File: src/hw/pac_pkg.sv
// Purpose: Shared constants and types of the pretrigger acquisition control block
// Assumes: 32-bit APB, byte addresses, 200 MHz pclk
// Notes:   Mode words keep the 16-bit counter layout: gating in [15:13], source in [11:8]
package pac_pkg;
   // Register byte offsets
   localparam logic [7:0] ADDR_STATUS  = 8'h00;
   localparam logic [7:0] ADDR_CTRL    = 8'h04;
   localparam logic [7:0] ADDR_START   = 8'h08;
   localparam logic [7:0] ADDR_CLEAR   = 8'h0C;
   localparam logic [7:0] ADDR_FIFO    = 8'h10;
   localparam logic [7:0] ADDR_MUXGAIN = 8'h14;
   localparam logic [7:0] ADDR_IV_MODE = 8'h18;
   localparam logic [7:0] ADDR_IV_LOAD = 8'h1C;
   localparam logic [7:0] ADDR_LO_MODE = 8'h20;
   localparam logic [7:0] ADDR_LO_LOAD = 8'h24;
   localparam logic [7:0] ADDR_HI_MODE = 8'h28;
   localparam logic [7:0] ADDR_HI_LOAD = 8'h2C;
   // Field positions
   localparam int ST_AVAIL = 0;
   localparam int ST_OVFL  = 1;
   localparam int ST_OVRN  = 2;
   localparam int ST_RUN   = 3;
   localparam int ST_GATED = 4;
   localparam int CTRL_CNT32 = 0;
   localparam int GAIN_HI = 7;
   localparam int GAIN_LO = 6;
   localparam int CHAN_HI = 3;
   localparam int GATE_HI = 15;
   localparam int GATE_LO = 13;
   localparam int SRC_HI  = 11;
   localparam int SRC_LO  = 8;
   // Mode field codes
   localparam logic [2:0] GATE_LEVEL_HIGH = 3'h4;
   localparam logic [3:0] SRC_FIFTH = 4'h5;
   localparam logic [3:0] SRC_1MHZ  = 4'hB;
   localparam logic [3:0] SRC_100K  = 4'hC;
   localparam logic [3:0] SRC_10K   = 4'hD;
   localparam logic [3:0] SRC_1K    = 4'hE;
   localparam logic [3:0] SRC_100HZ = 4'hF;
   // Reset value and unit step
   localparam logic [15:0] WORD_RST = 16'h0000;
   localparam logic [15:0] ONE16    = 16'h0001;
   // Timing
   localparam int CLK_FREQ_HZ = 200_000_000;
   localparam int TB1_FREQ_HZ = 1_000_000;
   localparam int TB1_DIV     = CLK_FREQ_HZ / TB1_FREQ_HZ;
   localparam logic [3:0] DECADE_LAST = 4'h9;
   localparam int NUM_TB = 5;
   // Buffer shape and controller states
   localparam int DATA_W = 16;
   localparam int FIFO_DEPTH = 16;
   localparam int PTR_W = 4;
   typedef enum logic [0:0] {
      ACQ_IDLE = 1'b0,
      ACQ_RUN  = 1'b1
   } pac_state_type;
endpackage : pac_pkg

File: src/hw/pac_fifo_if.sv
// Purpose: Carrier between the controller and its result buffer
// Assumes: Single clock
// Notes:   Push is never issued while full; the controller counts that as loss
`timescale 1ns/1ps
interface pac_fifo_if
   import pac_pkg::*;
();
   logic              push;
   logic [DATA_W-1:0] push_data;
   logic              pop;
   logic              flush;
   logic              full;
   logic              empty;
   logic [DATA_W-1:0] head;
   modport buf_side (input push, input push_data, input pop, input flush,
                     output full, output empty, output head);
   modport user_side (output push, output push_data, output pop, output flush,
                      input full, input empty, input head);
endinterface : pac_fifo_if

File: src/hw/pac_acq_ctrl.sv
// Purpose: Pretrigger multi-conversion acquisition control with APB registers
// Assumes: Converter raises adc_busy while converting and pulses adc_done with adc_data
// Notes:   Zero-wait APB slave; conversions before the stop edge stay as pretrigger data
//
// Added by the designer: the APB register port and the placing of the registers.
`timescale 1ns/1ps
module pac_acq_ctrl
   import pac_pkg::*;
(
   // Clock and reset
   input  wire logic              pclk,
   input  wire logic              presetn,
   // APB slave
   input  wire logic [7:0]        paddr,
   input  wire logic              psel,
   input  wire logic              penable,
   input  wire logic              pwrite,
   input  wire logic [31:0]       pwdata,
   output logic [31:0]            prdata,
   output logic                   pready,
   output logic                   pslverr,
   // Trigger and clock pins
   input  wire logic              start_trigger_input_n,
   input  wire logic              stop_trigger_input,
   input  wire logic              fifth_source_input,
   // Converter
   input  wire logic              adc_busy,
   input  wire logic              adc_done,
   input  wire logic [DATA_W-1:0] adc_data,
   output logic                   convert_pulse,
   // Front-end selection and activity
   output logic [1:0]             gain_sel,
   output logic [3:0]             channel_sel,
   output logic                   acq_active
);
   pac_fifo_if f();
   logic [NUM_TB-1:0] tick;

   // Decoding of a mode word's source field, used for the interval counter
   function automatic logic src_tick(input logic [15:0] mode, input logic [NUM_TB-1:0] tk,
                                     input logic edge_in);
      logic r;
      r = 1'b0;
      case (mode[SRC_HI:SRC_LO])
         SRC_1MHZ:  r = tk[0];
         SRC_100K:  r = tk[1];
         SRC_10K:   r = tk[2];
         SRC_1K:    r = tk[3];
         SRC_100HZ: r = tk[4];
         SRC_FIFTH: r = edge_in;
         default:   r = 1'b0;
      endcase
      return r;
   endfunction : src_tick

   // Address map check, used for the error answer
   function automatic logic is_mapped(input logic [7:0] a);
      return (a == ADDR_STATUS) || (a == ADDR_CTRL) || (a == ADDR_START) || (a == ADDR_CLEAR) ||
             (a == ADDR_FIFO) || (a == ADDR_MUXGAIN) || (a == ADDR_IV_MODE) || (a == ADDR_IV_LOAD) ||
             (a == ADDR_LO_MODE) || (a == ADDR_LO_LOAD) || (a == ADDR_HI_MODE) || (a == ADDR_HI_LOAD);
   endfunction : is_mapped

   pac_tbase u_tbase (
      .pclk    (pclk),
      .presetn (presetn),
      .tick    (tick)
   );

   pac_fifo u_fifo (
      .pclk    (pclk),
      .presetn (presetn),
      .f       (f.buf_side)
   );

   // State
   pac_state_type st_ff, nxt_st;
   logic [15:0] iv_mode_ff, iv_load_ff, lo_mode_ff, lo_load_ff, hi_mode_ff, hi_load_ff;
   logic [15:0] nxt_iv_mode, nxt_iv_load, nxt_lo_mode, nxt_lo_load, nxt_hi_mode, nxt_hi_load;
   logic [15:0] iv_cnt_ff, lo_cnt_ff, hi_cnt_ff, nxt_iv_cnt, nxt_lo_cnt, nxt_hi_cnt;
   logic [1:0]  gain_ff, nxt_gain;
   logic [3:0]  chan_ff, nxt_chan;
   logic        cnt32_ff, nxt_cnt32;
   logic        gate_ff, nxt_gate;
   logic        ovfl_ff, nxt_ovfl, ovrn_ff, nxt_ovrn;
   logic        conv_ff, nxt_conv, act_ff, nxt_act;
   logic        stop_prev_ff, start_prev_ff, src_prev_ff;
   logic [31:0] prdata_ff, nxt_prdata;
   logic        pready_ff, nxt_pready, pslverr_ff, nxt_pslverr;

   // Bus qualifiers and acquisition events
   logic        setup, wr_acc, rd_acc, ok_acc;
   logic        start_req, stop_edge, src_edge, base_tick;
   logic        conv_fire, gate_ok, counted, done, ovfl_set, ovrn_set, clr_wr;

   assign setup  = psel && !penable;
   assign ok_acc = psel && penable && pready_ff && !pslverr_ff;
   assign wr_acc = ok_acc && pwrite;
   assign rd_acc = ok_acc && !pwrite;
   assign clr_wr = wr_acc && (paddr == ADDR_CLEAR);

   // Edge detection on synchronous pins; previous values reset high
   assign stop_edge = stop_trigger_input && !stop_prev_ff;
   assign src_edge  = fifth_source_input && !src_prev_ff;
   assign start_req = (wr_acc && (paddr == ADDR_START) && (pwdata[15:0] == WORD_RST)) ||
                      (start_prev_ff && !start_trigger_input_n);

   assign base_tick = src_tick(iv_mode_ff, tick, src_edge);
   assign conv_fire = (st_ff == ACQ_RUN) && base_tick && (iv_cnt_ff == ONE16);
   assign gate_ok   = (lo_mode_ff[GATE_HI:GATE_LO] == GATE_LEVEL_HIGH) ? gate_ff : 1'b1;
   assign counted   = conv_fire && gate_ok;
   // cascaded: end only when both halves spent; single: end when the low count is 1
   assign done      = counted && (cnt32_ff ? (lo_cnt_ff == WORD_RST && hi_cnt_ff == WORD_RST)
                                           : (lo_cnt_ff == ONE16));
   assign ovfl_set  = adc_done && f.full;
   assign ovrn_set  = conv_fire && adc_busy;

   // results into buffer, popped by reads
   assign f.push      = adc_done && !f.full;
   assign f.push_data = adc_data;
   assign f.pop       = rd_acc && (paddr == ADDR_FIFO) && !f.empty;
   assign f.flush     = clr_wr && (pwdata[15:0] == WORD_RST);

   // Configuration registers written by software
   always_comb begin
      nxt_iv_mode = iv_mode_ff;
      nxt_iv_load = iv_load_ff;
      nxt_lo_mode = lo_mode_ff;
      nxt_lo_load = lo_load_ff;
      nxt_hi_mode = hi_mode_ff;
      nxt_hi_load = hi_load_ff;
      nxt_gain    = gain_ff;
      nxt_chan    = chan_ff;
      nxt_cnt32   = cnt32_ff;
      if (wr_acc) begin
         case (paddr)
            ADDR_IV_MODE: nxt_iv_mode = pwdata[15:0];
            ADDR_IV_LOAD: nxt_iv_load = pwdata[15:0];
            ADDR_LO_MODE: nxt_lo_mode = pwdata[15:0];
            ADDR_LO_LOAD: nxt_lo_load = pwdata[15:0];
            ADDR_HI_MODE: nxt_hi_mode = pwdata[15:0];
            ADDR_HI_LOAD: nxt_hi_load = pwdata[15:0];
            ADDR_CTRL:    nxt_cnt32 = pwdata[CTRL_CNT32];
            ADDR_MUXGAIN: begin
               nxt_gain = pwdata[GAIN_HI:GAIN_LO];
               nxt_chan = pwdata[CHAN_HI:0];
            end
            default: ;
         endcase
      end
   end

   always_ff @(posedge pclk or negedge presetn) begin
      if (!presetn) begin
         iv_mode_ff <= WORD_RST;
         iv_load_ff <= WORD_RST;
         lo_mode_ff <= WORD_RST;
         lo_load_ff <= WORD_RST;
         hi_mode_ff <= WORD_RST;
         hi_load_ff <= WORD_RST;
         gain_ff    <= 2'h0;
         chan_ff    <= 4'h0;
         cnt32_ff   <= 1'b0;
      end else begin
         iv_mode_ff <= nxt_iv_mode;
         iv_load_ff <= nxt_iv_load;
         lo_mode_ff <= nxt_lo_mode;
         lo_load_ff <= nxt_lo_load;
         hi_mode_ff <= nxt_hi_mode;
         hi_load_ff <= nxt_hi_load;
         gain_ff    <= nxt_gain;
         chan_ff    <= nxt_chan;
         cnt32_ff   <= nxt_cnt32;
      end
   end

   // Acquisition sequencing; counters load from their load registers at start
   always_comb begin
      nxt_st     = st_ff;
      nxt_iv_cnt = iv_cnt_ff;
      nxt_lo_cnt = lo_cnt_ff;
      nxt_hi_cnt = hi_cnt_ff;
      nxt_gate   = gate_ff;
      nxt_conv   = 1'b0;
      nxt_ovfl   = ovfl_ff;
      nxt_ovrn   = ovrn_ff;
      // clear write drops both flags, a same-cycle error still sets
      if (clr_wr) begin
         nxt_ovfl = 1'b0;
         nxt_ovrn = 1'b0;
      end
      if (ovfl_set) nxt_ovfl = 1'b1;
      if (ovrn_set) nxt_ovrn = 1'b1;
      unique case (st_ff)
         ACQ_IDLE: begin
            if (start_req) begin
               nxt_st     = ACQ_RUN;
               nxt_iv_cnt = iv_load_ff;
               nxt_lo_cnt = lo_load_ff;
               nxt_hi_cnt = hi_load_ff;
               nxt_gate   = 1'b0;
            end
         end
         ACQ_RUN: begin
            if (stop_edge) nxt_gate = 1'b1;
            // reload on terminal count, 0 spans 65536
            if (base_tick) nxt_iv_cnt = (iv_cnt_ff == ONE16) ? iv_load_ff : iv_cnt_ff - ONE16;
            nxt_conv = conv_fire;
            if (counted) begin
               nxt_lo_cnt = lo_cnt_ff - ONE16;
               if (cnt32_ff && lo_cnt_ff == ONE16) nxt_hi_cnt = hi_cnt_ff - ONE16;
            end
            // Errors and terminal count all halt the sequence
            if (done || ovfl_set || ovrn_set) nxt_st = ACQ_IDLE;
         end
      endcase
      nxt_act = (nxt_st == ACQ_RUN);
   end

   always_ff @(posedge pclk or negedge presetn) begin
      if (!presetn) begin
         st_ff         <= ACQ_IDLE;
         iv_cnt_ff     <= WORD_RST;
         lo_cnt_ff     <= WORD_RST;
         hi_cnt_ff     <= WORD_RST;
         gate_ff       <= 1'b0;
         conv_ff       <= 1'b0;
         act_ff        <= 1'b0;
         ovfl_ff       <= 1'b0;
         ovrn_ff       <= 1'b0;
         stop_prev_ff  <= 1'b1;
         start_prev_ff <= 1'b1;
         src_prev_ff   <= 1'b1;
      end else begin
         st_ff         <= nxt_st;
         iv_cnt_ff     <= nxt_iv_cnt;
         lo_cnt_ff     <= nxt_lo_cnt;
         hi_cnt_ff     <= nxt_hi_cnt;
         gate_ff       <= nxt_gate;
         conv_ff       <= nxt_conv;
         act_ff        <= nxt_act;
         ovfl_ff       <= nxt_ovfl;
         ovrn_ff       <= nxt_ovrn;
         stop_prev_ff  <= stop_trigger_input;
         start_prev_ff <= start_trigger_input_n;
         src_prev_ff   <= fifth_source_input;
      end
   end

   // APB answer prepared in the setup cycle so the access phase needs no wait
   always_comb begin
      nxt_pready  = setup;
      nxt_pslverr = setup && !is_mapped(paddr);
      nxt_prdata  = prdata_ff;
      if (setup && !pwrite) begin
         nxt_prdata = 32'h0000_0000;
         case (paddr)
            ADDR_STATUS: begin
               nxt_prdata[ST_AVAIL] = !f.empty;
               nxt_prdata[ST_OVFL]  = ovfl_ff;
               nxt_prdata[ST_OVRN]  = ovrn_ff;
               nxt_prdata[ST_RUN]   = act_ff;
               nxt_prdata[ST_GATED] = gate_ff;
            end
            ADDR_CTRL:    nxt_prdata[CTRL_CNT32] = cnt32_ff;
            ADDR_FIFO:    nxt_prdata[DATA_W-1:0] = f.head;
            ADDR_MUXGAIN: nxt_prdata[GAIN_HI:0] = {gain_ff, 2'h0, chan_ff};
            ADDR_IV_MODE: nxt_prdata[15:0] = iv_mode_ff;
            ADDR_IV_LOAD: nxt_prdata[15:0] = iv_load_ff;
            ADDR_LO_MODE: nxt_prdata[15:0] = lo_mode_ff;
            ADDR_LO_LOAD: nxt_prdata[15:0] = lo_load_ff;
            ADDR_HI_MODE: nxt_prdata[15:0] = hi_mode_ff;
            ADDR_HI_LOAD: nxt_prdata[15:0] = hi_load_ff;
            default: ;
         endcase
      end
   end

   always_ff @(posedge pclk or negedge presetn) begin
      if (!presetn) begin
         prdata_ff  <= 32'h0000_0000;
         pready_ff  <= 1'b0;
         pslverr_ff <= 1'b0;
      end else begin
         prdata_ff  <= nxt_prdata;
         pready_ff  <= nxt_pready;
         pslverr_ff <= nxt_pslverr;
      end
   end

   assign prdata        = prdata_ff;
   assign pready        = pready_ff;
   assign pslverr       = pslverr_ff;
   assign convert_pulse = conv_ff;
   assign gain_sel      = gain_ff;
   assign channel_sel   = chan_ff;
   assign acq_active    = act_ff;
endmodule : pac_acq_ctrl

File: src/hw/pac_fifo.sv
// Purpose: Sixteen-entry result buffer
// Assumes: Pop only when not empty, push only when not full
// Notes:   Flush wins over push and pop in the same cycle
`timescale 1ns/1ps
module pac_fifo
   import pac_pkg::*;
(
   // Clock and reset
   input wire logic  pclk,
   input wire logic  presetn,
   // Buffer port
   pac_fifo_if.buf_side f
);
   logic [DATA_W-1:0] mem [FIFO_DEPTH];
   logic [PTR_W-1:0]  wr_ff, rd_ff, nxt_wr, nxt_rd;
   logic [PTR_W:0]    cnt_ff, nxt_cnt;

   // Pointer and fill level update
   always_comb begin
      nxt_wr  = wr_ff;
      nxt_rd  = rd_ff;
      nxt_cnt = cnt_ff;
      if (f.flush) begin
         nxt_wr  = rd_ff;
         nxt_cnt = '0;
      end else begin
         if (f.push) nxt_wr = wr_ff + 1'b1;
         if (f.pop) nxt_rd = rd_ff + 1'b1;
         nxt_cnt = cnt_ff + (PTR_W+1)'(f.push) - (PTR_W+1)'(f.pop);
      end
   end

   always_ff @(posedge pclk or negedge presetn) begin
      if (!presetn) begin
         wr_ff  <= '0;
         rd_ff  <= '0;
         cnt_ff <= '0;
      end else begin
         wr_ff  <= nxt_wr;
         rd_ff  <= nxt_rd;
         cnt_ff <= nxt_cnt;
      end
   end

   // Storage has no reset; head shows the word at the read pointer even when empty
   always_ff @(posedge pclk) begin
      if (f.push && !f.flush) begin
         mem[wr_ff] <= f.push_data;
      end
   end

   assign f.full  = (cnt_ff == (PTR_W+1)'(FIFO_DEPTH));
   assign f.empty = (cnt_ff == '0);
   assign f.head  = mem[rd_ff];
endmodule : pac_fifo

File: src/hw/pac_tbase.sv
// Purpose: Internal timebase ticks at 1 MHz, 100 kHz, 10 kHz, 1 kHz and 100 Hz
// Assumes: pclk at CLK_FREQ_HZ
// Notes:   Each tick is a one-cycle pulse; slower ones coincide with faster ones
`timescale 1ns/1ps
module pac_tbase
   import pac_pkg::*;
(
   // Clock and reset
   input  wire logic              pclk,
   input  wire logic              presetn,
   // Tick outputs, fastest first
   output logic [NUM_TB-1:0]      tick
);
   logic [7:0] pre_ff, nxt_pre;

   // Prescaler to the fastest timebase
   always_comb begin
      nxt_pre = (pre_ff == 8'(TB1_DIV - 1)) ? 8'h00 : pre_ff + 8'h01;
   end

   always_ff @(posedge pclk or negedge presetn) begin
      if (!presetn) pre_ff <= 8'h00;
      else pre_ff <= nxt_pre;
   end

   assign tick[0] = (pre_ff == 8'(TB1_DIV - 1));

   // Decade dividers, each counting ticks of the stage before
   for (genvar i = 1; i < NUM_TB; i++) begin : g_dec
      logic [3:0] dec_ff, nxt_dec;
      always_comb begin
         nxt_dec = dec_ff;
         if (tick[i-1]) nxt_dec = (dec_ff == DECADE_LAST) ? 4'h0 : dec_ff + 4'h1;
      end
      always_ff @(posedge pclk or negedge presetn) begin
         if (!presetn) dec_ff <= 4'h0;
         else dec_ff <= nxt_dec;
      end
      assign tick[i] = tick[i-1] && (dec_ff == DECADE_LAST);
   end
endmodule : pac_tbase

File: config.mk
export PLATFORM = sky130hd
export DESIGN_NAME = pac_acq_ctrl
export DESIGN_NICKNAME = d
export VERILOG_FILES = /design/src/hw/pac_pkg.sv /design/src/hw/pac_fifo_if.sv /design/src/hw/pac_acq_ctrl.sv /design/src/hw/pac_fifo.sv /design/src/hw/pac_tbase.sv
export SDC_FILE = /design/constraint.sdc
export NUM_CORES = 1
export LEC_CHECK = 0
export ABC_CLOCK_PERIOD_IN_PS = 2810
export BUFFER_PORTS_ARGS = -buffer_cell sky130_fd_sc_hd__clkbuf_2
export CORE_MARGIN = 1.5
export CORE_UTILIZATION = 39
export CTS_CLUSTER_DIAMETER = 100
export CTS_CLUSTER_SIZE = 16
export DETAILED_ROUTE_END_ITERATION = 10
export GPL_TIMING_DRIVEN = 0
export SLEW_MARGIN = 20
export SYNTH_ARGS = -nofsm -noshare
export SYNTH_HDL_FRONTEND = slang
export SYNTH_SLANG_ARGS = --single-unit
File: constraint.sdc
create_clock -name pclk -period 2.81 [get_ports pclk]
set_input_delay 0.1405 -clock pclk [delete_from_list [all_inputs] [get_ports pclk]]
set_output_delay 0.1405 -clock pclk [all_outputs]
set_load 0.01 [all_outputs]
# After elaboration in Yosys (flattened, before gate mapping)
# Memory sizes are Yosys's and may differ from the RTL's.
# Index checks and enable logic that the tools add are counted.
word_totals:
  elab_cells: 191
  regBits: 214
  n_memories: 1
  romBits: 0
  latchBits: 0
  ram_bits: 256
memory_table:
  columns: ["memory", "depth", "width", "read_ports", "rd_clocked_by_memory_dff", "write_ports", "line", "rtl"]
  rows:
  - ["u_fifo.mem", 16, 16, 1, 0, 1, "pac_fifo.sv:14", "logic [DATA_W-1:0] mem [FIFO_DEPTH];"]
op_classes:
  n_mul: 0
  n_eq_ne: 31
  bitwise_logic: 2
  n_addsub: 12
  n_lt_le_gt_ge: 0
  reduce_logical: 76
  shift: 0
  muxes: 38
  n_div: 0
ops:
  columns: ["operator", "count"]
  rows:
  - ["2-to-1 mux 16 bit", 8]
  - ["one-hot mux 16 bit (2 select lines)", 3]
  - ["one-hot mux 8 bit (7 select lines)", 1]
  - ["logical NOT 16 bit", 3]
  - ["subtractor 16 x 1 -> 16 bit, second input constant", 3]
  - ["== test 4 bit, second input constant", 9]
  - ["one-hot mux 4 bit (9 select lines)", 1]
  - ["== test 16 x 1 -> 1 bit, second input constant", 2]
  - ["== test 8 x 5 -> 1 bit, second input constant", 4]
  - ["== test 8 x 6 -> 1 bit, second input constant", 4]
  - ["logical AND 1 bit", 31]
  - ["adder 4 x 1 -> 4 bit, second input constant", 6]
  - ["2-to-1 mux 4 bit", 6]
  - ["one-hot mux 3 bit (8 select lines)", 1]
  - ["AND reduction 2 bit", 12]
  - ["== test 8 x 4 -> 1 bit, second input constant", 2]
  - ["logical OR 1 bit", 14]
  - ["2-to-1 mux 1 bit", 12]
  - ["logical NOT 1 bit", 10]
  - ["one-hot mux 1 bit (10 select lines)", 1]
  - ["adder 8 x 1 -> 8 bit, second input constant", 1]
  - ["== test 8 x 3 -> 1 bit, second input constant", 1]
  - ["== test 8 bit, second input constant", 1]
  - ["logical NOT 8 bit", 1]
  - ["15 further kinds", 22]

# Longest topological paths before layout
# Gate-level depths: netlist of run 1.
depth:
  word_depth: 14
  ltp_mapped: 14

# Hierarchy
# From an unflattened synthesis of run 1, not the netlist that was laid out.
unflattened:
  hier_cells: 1498
  hier_area_um2: 21169.1
modules_own_cells:
  columns: ["mod", "cells_each", "seq_area_each_um2", "instances", "area_each_um2"]
  rows:
  - ["pac_fifo", 494, 8012.7, 1, 10601.4]
  - ["pac_acq_ctrl", 884, 4433.0, 1, 9238.9]
  - ["pac_tbase", 120, 600.6, 1, 1328.8]

# Worst setup path after synthesis of run 1
# OpenSTA, ideal clock, no wires.
synth_path:
  kind: "input -> register"
  from: "input paddr[5]"
  to: "register u_fifo.cnt_ff[4]"
  required_ps: 2679
  setup_slack_ps: 53
  path_stages: 12
  n_path_buf: 0
  arrival_time_ps: 2627
  path_cell_list: "nor4b_1 > nand2_1 > nor4_2 > ha_1 > inv_1 > ha_1 > fa_1 > a21oi_1 > nor2_1 > nor2_1 > xnor2_1 > nor2_1"
synth_between:
  elab_chain_len: 5
synth_rtl:
  columns: ["element", "line", "rtl"]
  rows:
  - ["start: declaration", "pac_acq_ctrl.sv:14", "input wire logic [7:0] paddr,"]
  - ["== test 8 x 5 -> 1 bit", "pac_acq_ctrl.sv:120", "assign f.pop = rd_acc && (paddr == ADDR_FIFO) && !f.empty;"]
  - ["logical AND 1 bit (2 in series)", "pac_acq_ctrl.sv:120", null]
  - ["subtractor 5 x 1 -> 5 bit", "pac_fifo.sv:29", "nxt_cnt = cnt_ff + (PTR_W+1)'(f.push) - (PTR_W+1)'(f.pop);"]
  - ["2-to-1 mux 5 bit *", "pac_fifo.sv:23", "if (f.flush) begin"]
  - ["named net u_fifo.nxt_cnt[4]", "pac_fifo.sv:16", "logic [PTR_W:0] cnt_ff, nxt_cnt;"]
  - ["end signal: assignment", "pac_fifo.sv:41", "cnt_ff <= nxt_cnt;"]
  - ["end: declaration", "pac_fifo.sv:16", null]
# The timed path passes the listed nets; every way through them passes the cells marked *.
# A chain may end at the register's enable or synchronous reset.

# Worst setup path in the final report of run 1
layout_path:
  from: "register pslverr_ff, in the netlist pslverr"
  to: "memory u_fifo.mem[0][8] (enable)"
layout_between:
  elab_chain_len: 9
layout_rtl:
  columns: ["element", "line", "rtl"]
  rows:
  - ["start: declaration", "pac_acq_ctrl.sv:88", "logic pready_ff, nxt_pready, pslverr_ff, nxt_pslverr;"]
  - ["start signal: assignment", "pac_acq_ctrl.sv:286", "pslverr_ff <= nxt_pslverr;"]
  - ["logical NOT 1 bit", "pac_acq_ctrl.sv:96", "assign ok_acc = psel && penable && pready_ff && !pslverr_ff;"]
  - ["logical AND 1 bit", "pac_acq_ctrl.sv:96", null]
  - ["logical AND 1 bit", "pac_acq_ctrl.sv:97", "assign wr_acc = ok_acc && pwrite;"]
  - ["logical AND 1 bit", "pac_acq_ctrl.sv:99", "assign clr_wr = wr_acc && (paddr == ADDR_CLEAR);"]
  - ["logical AND 1 bit", "pac_acq_ctrl.sv:121", "assign f.flush = clr_wr && (pwdata[15:0] == WORD_RST);"]
  - ["logical NOT 1 bit", "pac_fifo.sv:47", "if (f.push && !f.flush) begin"]
  - ["logical AND 1 bit", "pac_fifo.sv:47", null]
  - ["2-to-1 mux 1 bit", "pac_fifo.sv:47", null]
  - ["2-to-1 mux 1 bit (implied by the code)", "pac_fifo.sv:48", "mem[wr_ff] <= f.push_data;"]
  - ["end: declaration", "pac_fifo.sv:14", null]
# Every way passes these cells.

==> results.json, run 1 <==
{
  "crit_start": "pslverr$_DFF_PN0_",
  "period_share_pct": 100,
  "hold_ws_ns": 0.00266,
  "layout_common_cells": "edfxtp_1 (256), dfrtp_1 (211), mux2_2 (118)",
  "p_int_mw": 11.3,
  "critical_path.endpoint": "u_fifo.mem[0][8]$_DFFE_PP_",
  "synth_top_family_by_area": "multiplexers",
  "peakVddDrop_mv": 0.536,
  "yosysWarnings": 0,
  "hold_viol": 0,
  "drive_gt1_share_pct": 27.2,
  "clkLatencyLatePin_ns": 0.55,
  "status": "finished, violations left",
  "p_seq_share_pct": 53.0,
  "clk_pin_slew_worst_paths_ns": 0.08,
  "gp_congestion": 0.883,
  "core_area_sq_um": 53700,
  "grt_pass1_vias": 13200,
  "rr_startpoint": "pslverr$_DFF_PN0_",
  "setup_viol": 9,
  "grt_usage_pct": 19.8,
  "criticalPathCategory": "reg2reg",
  "ys_ff_latch": 470,
  "slew_viol_final": 0,
  "post_dp_cell_area_sq_um": 22600,
  "ioPinCount": 108,
  "maxSlewHeadroom_pct": 34.4,
  "dieWidth_microns": 236,
  "cts-root-buf": "clkbuf_16",
  "power_leakage_nw": 9.14,
  "skew_ns": 0.0152,
  "cp-end-kind": "flop",
  "dp_hpwl_microns": 36900,
  "overflow": 0,
  "muxShareOfSynthArea_pct": 15.6,
  "area_growth_pct": 14.2,
  "pwr-share-clk_pct": 30.4,
  "finish.instance_area_sq_um": 24200,
  "vias_per_cell": 5.64,
  "routedWlPerCell_microns": 23.4,
  "arrival_ns": 3.09,
  "htreeDepth": 2,
  "cts_num_sinks": 470,
  "initialDrtViolationCount": 1233,
  "setup_ws_ns": -0.00422,
  "reg2reg_depth": 6,
  "rsz0062_at_grt": "true",
  "grt_start_max_net_pins": 64,
  "grt_pass1_wl_microns": 83500,
  "postRouteWirelength_microns": 55100,
  "rows": 85,
  "ys_types": 85,
  "syn_avg_cell_area_sq_um": 14.4,
  "synth_flop_cell": "edfxtp_1",
  "synth-edff-count": 256,
  "vias": 13300,
  "nets": 1713,
  "start_util_pct": 39.4,
  "syn_area_sq_um": 21200,
  "antenna_found_initial": 1,
  "cts_buffers": 35,
  "cts_buffer_depth": 3,
  "die_y_microns": 236,
  "combPwrFrac_pct": 16.6,
  "cp.required_ns": 3.08,
  "layout_min_cycle_time_ns": 2.81,
  "hp-class": "in2reg",
  "layout_commonest_cell": "edfxtp_1",
  "totalPowerFinal_mw": 15.8,
  "p_sw_mw": 4.46,
  "port_buffers": 75,
  "drc": 0,
  "rr_endpoint": "u_fifo.mem[0][8]$_DFFE_PP_",
  "die_area_sq_um": 55700,
  "worst_pin_slew_ns": 0.984,
  "ys_seq_area_share_pct": 61.6,
  "rrSetupSlack_ns": -0.004,
  "synthCells": 1466,
  "synthXorXnorAreaFrac_pct": 0.993,
  "synthArstFlopShare_pct": 45.5,
  "cts_tree": "yes",
  "cap_violations": 0,
  "drtPass1Iterations": 6,
  "violations": "negative setup slack",
  "ant_nets": 0,
  "synth-compound-area-share_pct": 8.32,
  "fmax_mhz": 355,
  "yosys.area_share.simple_pct": 9.59,
  "dp_slack_ns": -0.913,
  "start_kind": "flop",
  "synth_fa_ha_area_share_pct": 1.10,
  "powerDensity_nw_per_um2": 654,
  "switching_share_pct": 28.2,
  "path_max_fanout": 16
}
==> cells in the mapped netlist (15+ instances only) <==
cell type	instances	share of area, %
o21ai_0	64	1.5
a22o_1	21	0.87
mux4_2	82	8.7
mux2_2	118	6.3
nor2_1	75	1.3
nand3_1	26	0.61
nand2_1	92	1.6
a221o_1	16	0.76
ha_1	17	1.0
a21oi_1	34	0.80
nor3_1	18	0.43
buf_4	16	0.57
edfxtp_1	256	36
nand2b_1	15	0.44
and3_1	18	0.53
and2_1	16	0.47
nor4_1	15	0.44
clkbuf_1	42	0.74
inv_1	45	0.80
dfrtp_1	211	25
or2_2	18	0.53
==> flip-flops by register name, summed over array words and instances, names as in the netlist, 2 cells and up <==
| signal | flops |
|---|---|
| iv_mode_ff | 16 |
| u_fifo.cnt_ff | 5 |
| u_tbase.pre_ff | 8 |
| lo_mode_ff | 16 |
| u_fifo.rd_ff | 4 |
| iv_cnt_ff | 16 |
| hi_load_ff | 16 |
| hi_mode_ff | 16 |
| prdata | 16 |
| iv_load_ff | 16 |
| u_fifo.wr_ff | 4 |
| hi_cnt_ff | 16 |
| lo_cnt_ff | 16 |
| u_tbase.g_dec.dec_ff | 16 |
| channel_sel | 4 |
| u_fifo.mem | 256 |
| gain_sel | 2 |
| lo_load_ff | 16 |
==> timing repair <==
| action | 4_1_cts | 5_1_grt |
|---|---|---|
| gates cloned | 0 | 0 |
| endpoints found under the hold margin | 396 | 0 |
| buffers inserted | 4 | 2 |
| gates resized for setup | 29 | 35 |
| pin swaps | 4 | 3 |
| setup endpoints to repair | 285 | 238 |
| hold buffers | 28 | 0 |
==> worst min path at each step <==
stage | startpoint | to | slack [ns] | cells past startpoint
6_report | pwdata[9] | iv_mode_ff[9]$_DFFE_PN0P_ | 0.003 | 2
5_1_grt | pwdata[11] | iv_mode_ff[11]$_DFFE_PN0P_ | 0.02 | 2
4_1_cts | pwdata[9] | iv_mode_ff[9]$_DFFE_PN0P_ | 0.0003 | 2
3_5_place_dp | presetn | lo_load_ff[3]$_DFFE_PN0P_ | 0.09 | 1
3_3_place_gp | stop_trigger_input | stop_prev_ff$_DFF_PN1_ | 0.25 | 1
2_1_floorplan | presetn | acq_active$_DFF_PN0_ | -0.16 | 0
==> per-layer routing <==
metal | up-vias | routed length, microns | GRT usage, %
li1 | 5945 | - | -
met1 | 6879 | 24500 | 27.6
met2 | 374 | 26900 | 33.2
met3 | 66 | 2790 | 2.33
met4 | 0 | 981 | 4.38
met5 | - | 0 | 0
==> power groups by stage <==
stage | Sequential [mW] | Combinational [mW] | Clock (mW)
floorplan | 8.35 | 1.64 | 0
global placement | 8.46 | 2.34 | 0
detailed placement | 8.48 | 2.44 | 0
CTS | 8.35 | 2.56 | 4.90
global route | 8.45 | 2.91 | 5.15
finish | 8.38 | 2.63 | 4.80
==> worst max-delay path, cell delays in order, from the launching register on <==
cell and delay (ns):
dfrtp_1 0.39, nand4b_1 0.32, nor2_2 0.44, nand4_1 0.51, nor2_4 0.42, nor4b_2 0.13, and2_4 0.30
==> logic make-up after synthesis <==
group,after synthesis
flops,470
simple gates,377
compound gates,238
mux,213
buf+inv,125
xor+xnor,24
fa+ha+maj,18
other cells,1
==> cell type report <==
type                    count  area (sq um)
clock buffers              59           966
diodes                      1          2.50
multi-input cells         886          7790
repair buffers            112           842
fillers                  4752         29500
inverters                  45           169
well taps                 696           871
clock inverters             3          43.8
plain buffers              79           434
flip-flops and latches    470         13000
==> per-stage QoR <==
step / cells / utilization, % / setup TNS (ns)
4_1_cts: 2348 / 44.8 / -11.07
5_1_grt: 2351 / 45.0 / -0.314
3_5_place_dp: 2255 / 42.1 / -89.64
6_report: 2351 / 45.0 / -0.0231
3_3_place_gp: 2252 / 41.8 / -738.18
2_1_floorplan: 1481 / - / 0
Power figures use the tool's default switching activity.
==> run 2: changes to the inputs <==
--- a/config.mk
+++ b/config.mk
@@ -5,9 +5,9 @@
 export SDC_FILE = /design/constraint.sdc
 export NUM_CORES = 1
 export LEC_CHECK = 0
+export ABC_AREA = 1
 export ABC_CLOCK_PERIOD_IN_PS = 2810
 export BUFFER_PORTS_ARGS = -buffer_cell sky130_fd_sc_hd__clkbuf_2
-export CORE_MARGIN = 1.5
 export CORE_UTILIZATION = 39
 export CTS_CLUSTER_DIAMETER = 100
 export CTS_CLUSTER_SIZE = 16
==> run 2 against run 1 <==
  * The run ends with negative hold slack left
  * Critical path depth grew 3
  * Worst hold slack worse by 0.0043 ns
  * Utilization increased by 0.23 points
  * Largest cell class unchanged
==> results.json, run 2 <==
{
  "synth-edff-count": 256,
  "area_growth_pct": 14.5,
  "vias_per_cell": 5.48,
  "pwr-share-clk_pct": 28.1,
  "cp_cell_sequence": "clkbuf_1, clkinv_2, clkbuf_1, nand3_1, nand2_1, nand2_1, nand2_1, nand2_1, nand2_1",
  "slew_viol_final": 0,
  "grt_start_max_net_pins": 91,
  "syn_area_sq_um": 21300,
  "clk_pin_slew_worst_paths_ns": 0.08,
  "cts_buffer_depth": 3,
  "drc": 0,
  "period_share_pct": 98.5,
  "routedWlPerCell_microns": 21.6,
  "ant_nets": 0,
  "ys_types": 50,
  "ys_ff_latch": 470,
  "setup_viol": 0,
  "largest_register_ffs": 256,
  "ioPinCount": 108,
  "grt_usage_pct": 24.0,
  "rows": 85,
  "gp_congestion": 0.930,
  "powerDensity_nw_per_um2": 722,
  "dp_hpwl_microns": 45500,
  "cts_num_sinks": 470,
  "path_max_fanout": 10,
  "cap_violations": 0,
  "criticalPathCategory": "reg2reg",
  "nets": 2493,
  "port_buffers": 75,
  "clkLatencyLatePin_ns": 0.58,
  "yosysWarnings": 0,
  "start_util_pct": 39.5,
  "arrival_ns": 3.23,
  "max_stage_delay_ns": 0.61,
  "violations": "negative hold slack",
  "ys_seq_area_share_pct": 61.4,
  "layout_commonest_cell": "nand2_1",
  "power_leakage_nw": 9.88,
  "grt_pass1_wl_microns": 100000,
  "maxSlewHeadroom_pct": 42.2,
  "peakVddDrop_mv": 0.486,
  "final_cells": 3133,
  "synth_flop_cell": "edfxtp_1",
  "hold_ws_ns": -0.00167,
  "drtPass1Iterations": 6,
  "start_kind": "flop",
  "p_seq_share_pct": 48.0,
  "cpMostUsedCell": "nand2_1",
  "core_area_sq_um": 53800,
  "switching_share_pct": 32.9,
  "yosysTopAreaCell": "edfxtp_1",
  "layout_common_cells": "nand2_1 (551), nor2_1 (272), o21ai_0 (265)",
  "antenna_found_initial": 2,
  "syn_avg_cell_area_sq_um": 9.49,
  "hold_viol": 1,
  "synth_top_cell_area_share_pct": 36.2,
  "fmax_mhz": 361,
  "status": "finished, violations left",
  "fillers": 5104,
  "ys_top_cells_by_area": "edfxtp_1 (36%), dfrtp_1 (25%), nand2_1 (9.7%)",
  "synthTopCellsByCount": "nand2_1 (551), nor2_1 (290), o21ai_0 (265)",
  "p_sw_mw": 5.78,
  "cts_buffers": 35,
  "skew_ns": 0.0311,
  "overflow": 0,
  "finish.instance_area_sq_um": 24300,
  "initialDrtViolationCount": 2200,
  "dieWidth_microns": 235,
  "synthCells": 2240,
  "cts-root-buf": "clkbuf_16",
  "dp.cells": 3032,
  "drive_gt1_share_pct": 10.4,
  "p_int_mw": 11.8,
  "cp.required_ns": 3.27,
  "rsz0062_at_grt": "true",
  "cts_tree": "yes",
  "hp-class": "in2reg",
  "regMostFlops": "u_fifo.mem",
  "htreeDepth": 2,
  "grt_pass1_vias": 16100,
  "layout_min_cycle_time_ns": 2.77,
  "combPwrFrac_pct": 23.9,
  "worst_pin_slew_ns": 0.866,
  "crit_slowest_cell": "clkbuf_1",
  "post_dp_cell_area_sq_um": 22800,
  "totalPowerFinal_mw": 17.6,
  "die_y_microns": 235,
  "die_area_sq_um": 55400,
  "synthArstFlopShare_pct": 45.5,
  "postRouteWirelength_microns": 67700,
  "vias": 17200,
  "synth.most_common_cell": "nand2_1",
  "fin_setup_tns_ns": 0,
  "cp-end-kind": "flop"
}
[run 2: cell types whose count changed after synthesis, moves of 47 or more]
cell,change
mux4_2,-82
nor2_1,+215
o21ai_0,+201
o211ai_1,+47
inv_1,+94
nand3_1,+79
mux2_2,-118
nand2_1,+459
[run 2: cell type report]
class / count / area [sq um] / area share [%]
Sequential cell: 470 / 13000 / 53.6
Multi-Input combinational cell: 1515 / 7280 / 29.9
Tap cell: 696 / 871 / 3.58
Inverter: 158 / 594 / 2.44
Clock inverter: 5 / 68.8 / 0.283
Buffer: 112 / 536 / 2.20
Clock buffer: 58 / 962 / 3.95
Timing Repair Buffer: 117 / 977 / 4.02
Antenna cell: 2 / 5.00 / 0.0206
[run 2: final timing paths]
check                                                  from                          end  slack [ns]  cells after the start
worst min register to register  u_tbase.pre_ff[0]$_DFF_PN0_  u_tbase.pre_ff[0]$_DFF_PN0_        0.47                      1
max in group asynchronous                           presetn       stop_prev_ff$_DFF_PN1_        1.51                      5
worst max-delay path            u_fifo.rd_ff[3]$_DFFE_PN0P_       prdata[10]$_DFFE_PN0P_        0.04                      9
worst max register to register  u_fifo.rd_ff[3]$_DFFE_PN0P_       prdata[10]$_DFFE_PN0P_        0.04                      9
worst min-delay path                                 pwrite  u_fifo.rd_ff[0]$_DFFE_PN0P_      -0.002                      4
min in group asynchronous                           presetn        prdata[7]$_DFFE_PN0P_        0.19                      3
[run 2: repair_timing]
action,4_1_cts,5_1_grt
pin swaps,0,13
setup endpoints to repair,77,209
hold endpoints to repair,158,0
hold buffers,16,0
buffers inserted,0,20
resized for setup,3,6
[run 2: through the flow]
step                      util, %  setup WS, ns
after floorplan                 -         0.414
after global placement       41.9         -2.79
after detailed placement     42.4        -0.405
after CTS                    44.6        0.0351
after global routing         45.2       -0.0856
final                        45.2        0.0410
[run 2: power groups by stage]
| stage | Clock [mW] | Combinational [mW] | Sequential (mW) |
|---|---|---|---|
| 6_report | 4.93 | 4.20 | 8.44 |
| 4_1_cts | 4.98 | 4.02 | 8.42 |
| 3_3_place_gp | 0 | 3.76 | 8.56 |
| 5_1_grt | 5.20 | 4.73 | 8.50 |
| 3_5_place_dp | 0 | 3.99 | 8.56 |
| 2_1_floorplan | 0 | 2.81 | 8.44 |
[run 2: critical path, delay by kind of cell, from the launching register on]
kind	cells	cell delay, ns
buffers and inverters	3	1.52
flip-flops	1	0.33
AND/OR/NAND/NOR	6	0.79
[run 2: logic make-up after synthesis]
kind of cell             after synthesis  share of synthesized area [%]
flip-flops                           470                           61.4
AO/OA/AOI/OAI                        419                           10.9
AND/OR/NAND/NOR                     1030                           19.9
other                                  1                         0.0176
buffers and inverters                270                           5.31
XOR/XNOR                              32                           1.32
adder cells (fa/ha/maj)               18                           1.10
[run 2: metal layers]
layer	wire, microns	global-route usage, %
met1	27700	32.9
met2	31700	38.5
met3	6250	4.30
met4	1980	7.84
met5	0	0
==> run 3: changes to the inputs <==
--- a/config.mk
+++ b/config.mk
@@ -8,6 +8,7 @@
 export ABC_AREA = 1
 export ABC_CLOCK_PERIOD_IN_PS = 2810
 export BUFFER_PORTS_ARGS = -buffer_cell sky130_fd_sc_hd__clkbuf_2
+export CORE_MARGIN = 3
 export CORE_UTILIZATION = 39
 export CTS_CLUSTER_DIAMETER = 100
 export CTS_CLUSTER_SIZE = 16
==> run 3 against run 2 <==
  * The run now ends clean
  * Utilization is 0.39 points higher
  * Cell area is 0.32% lower
  * Sequential cell count stayed put
  * Critical endpoint is now u_fifo.mem[10][13]$_DFFE_PP_
  * Largest power group unchanged
==> results.json, run 3 (same netlist as run 2, synthesis figures left out) <==
{
  "drive_gt1_share_pct": 10.0,
  "arrival_ns": 3.06,
  "skew_ns": 0.0174,
  "cp.required_ns": 3.12,
  "clk_pin_slew_worst_paths_ns": 0.07,
  "layout_commonest_cell": "nand2_1",
  "setup_viol": 0,
  "die_y_microns": 239,
  "max_stage_delay_ns": 0.43,
  "dp.cells": 3022,
  "largest_register_ffs": 256,
  "nets": 2487,
  "vias": 17000,
  "ant_nets": 0,
  "start_kind": "flop",
  "grt_pass1_vias": 16400,
  "area_growth_pct": 14.1,
  "hold_ws_ns": 0.0143,
  "maxSlewHeadroom_pct": 34.9,
  "period_share_pct": 97.8,
  "htreeDepth": 2,
  "power_leakage_nw": 9.85,
  "start_util_pct": 40.0,
  "clkLatencyLatePin_ns": 0.57,
  "hold_viol": 0,
  "path_max_fanout": 16,
  "grt_pass1_wl_microns": 101000,
  "dp_slack_ns": -0.357,
  "criticalPathCategory": "reg2reg",
  "rows": 84,
  "drtPass1Iterations": 6,
  "grt_usage_pct": 23.6,
  "utilization_pct": 45.6,
  "totalPowerFinal_mw": 17.5,
  "cp_cell_sequence": "nor3_1, nand2_1, inv_2, nand3_1, nor2_1, nor2_1, nand2_1, nor2_4, buf_12",
  "grt_start_max_net_pins": 68,
  "overflow": 0,
  "drc": 0,
  "cts_num_sinks": 470,
  "powerDensity_nw_per_um2": 722,
  "gp_congestion": 0.922,
  "regMostFlops": "u_fifo.mem",
  "fin_setup_tns_ns": 0,
  "hp-class": "in2reg",
  "cts_buffers": 35,
  "cts_buffer_depth": 3,
  "core_area_sq_um": 53200,
  "cp-end-kind": "flop",
  "cts_tree": "yes",
  "peakVddDrop_mv": 0.516,
  "vias_per_cell": 5.45,
  "cap_violations": 0,
  "dp_hpwl_microns": 45800,
  "finish.instance_area_sq_um": 24300,
  "post_dp_cell_area_sq_um": 22800,
  "ioPinCount": 108,
  "n_antenna_cell": 0,
  "setup_ws_ns": 0.0609,
  "antenna_found_initial": 0,
  "worst_pin_slew_ns": 0.977,
  "layout_common_cells": "nand2_1 (549), nor2_1 (274), o21ai_0 (265)",
  "routedWlPerCell_microns": 21.7,
  "crit_slowest_cell": "dfrtp_1",
  "slew_viol_final": 0,
  "die_area_sq_um": 57300,
  "rsz0062_at_grt": "true",
  "fillers": 5050,
  "dieWidth_microns": 239,
  "cts-root-buf": "clkbuf_16",
  "initialDrtViolationCount": 2040,
  "layout_min_cycle_time_ns": 2.75,
  "fmax_mhz": 364,
  "postRouteWirelength_microns": 67700,
  "port_buffers": 75,
  "status": "finished, final reports clean",
  "final_cells": 3117
}
run 3: critical path: cells and delay by family (launching register included):
kind | cells | cell delay [ns]
flops | 1 | 0.43
buf+inv | 2 | 0.42
simple gates | 7 | 1.62
run 3: final timing paths:
| kind | start | end | slack, ns | depth (start not counted) |
|---|---|---|---|---|
| max | pslverr$_DFF_PN0_ | u_fifo.mem[10][13]$_DFFE_PP_ | 0.06 | 9 |
| min | adc_data[6] | u_fifo.mem[8][6]$_DFFE_PP_ | 0.01 | 1 |
| max reg2reg | pslverr$_DFF_PN0_ | u_fifo.mem[10][13]$_DFFE_PP_ | 0.06 | 9 |
| min reg2reg | u_tbase.pre_ff[0]$_DFF_PN0_ | u_tbase.pre_ff[0]$_DFF_PN0_ | 0.46 | 1 |
| max in group asynchronous | presetn | stop_prev_ff$_DFF_PN1_ | 1.38 | 5 |
| min in group asynchronous | presetn | iv_cnt_ff[7]$_DFFE_PN0P_ | 0.09 | 2 |
run 3: cell type report:
cell class	count	area, sq um	share of cell area, %
Sequential cell	470	13000	53.8
Multi-Input combinational cell	1515	7260	29.9
Clock buffer	60	991	4.08
Timing Repair Buffer	111	927	3.82
Tap cell	688	861	3.55
Inverter	158	594	2.45
Buffer	112	538	2.22
Clock inverter	3	36.3	0.150
run 3: timing repair:
item                                    CTS  global route
hold endpoints to repair                164             0
endpoints found under the setup margin    3           196
hold buffers                             17             0
pin swaps                                 0            12
setup buffers                             0            15
gates resized for setup                   3             6
run 3: metal layers:
metal  global-route usage (%)  up-vias  wire length, microns
li1                         -     7842                     -
met1                     31.8     8304                 28200
met2                     38.5      720                 31800
met3                     4.08      123                  5460
met4                     8.67        0                  2280
met5                        0        -                     0
run 3: where the power goes:
part | switching (mW) | internal (mW)
clock | 2.49 | 2.43
combinational | 2.77 | 1.39
sequential | 0.435 | 7.99
total | 5.69 | 11.8
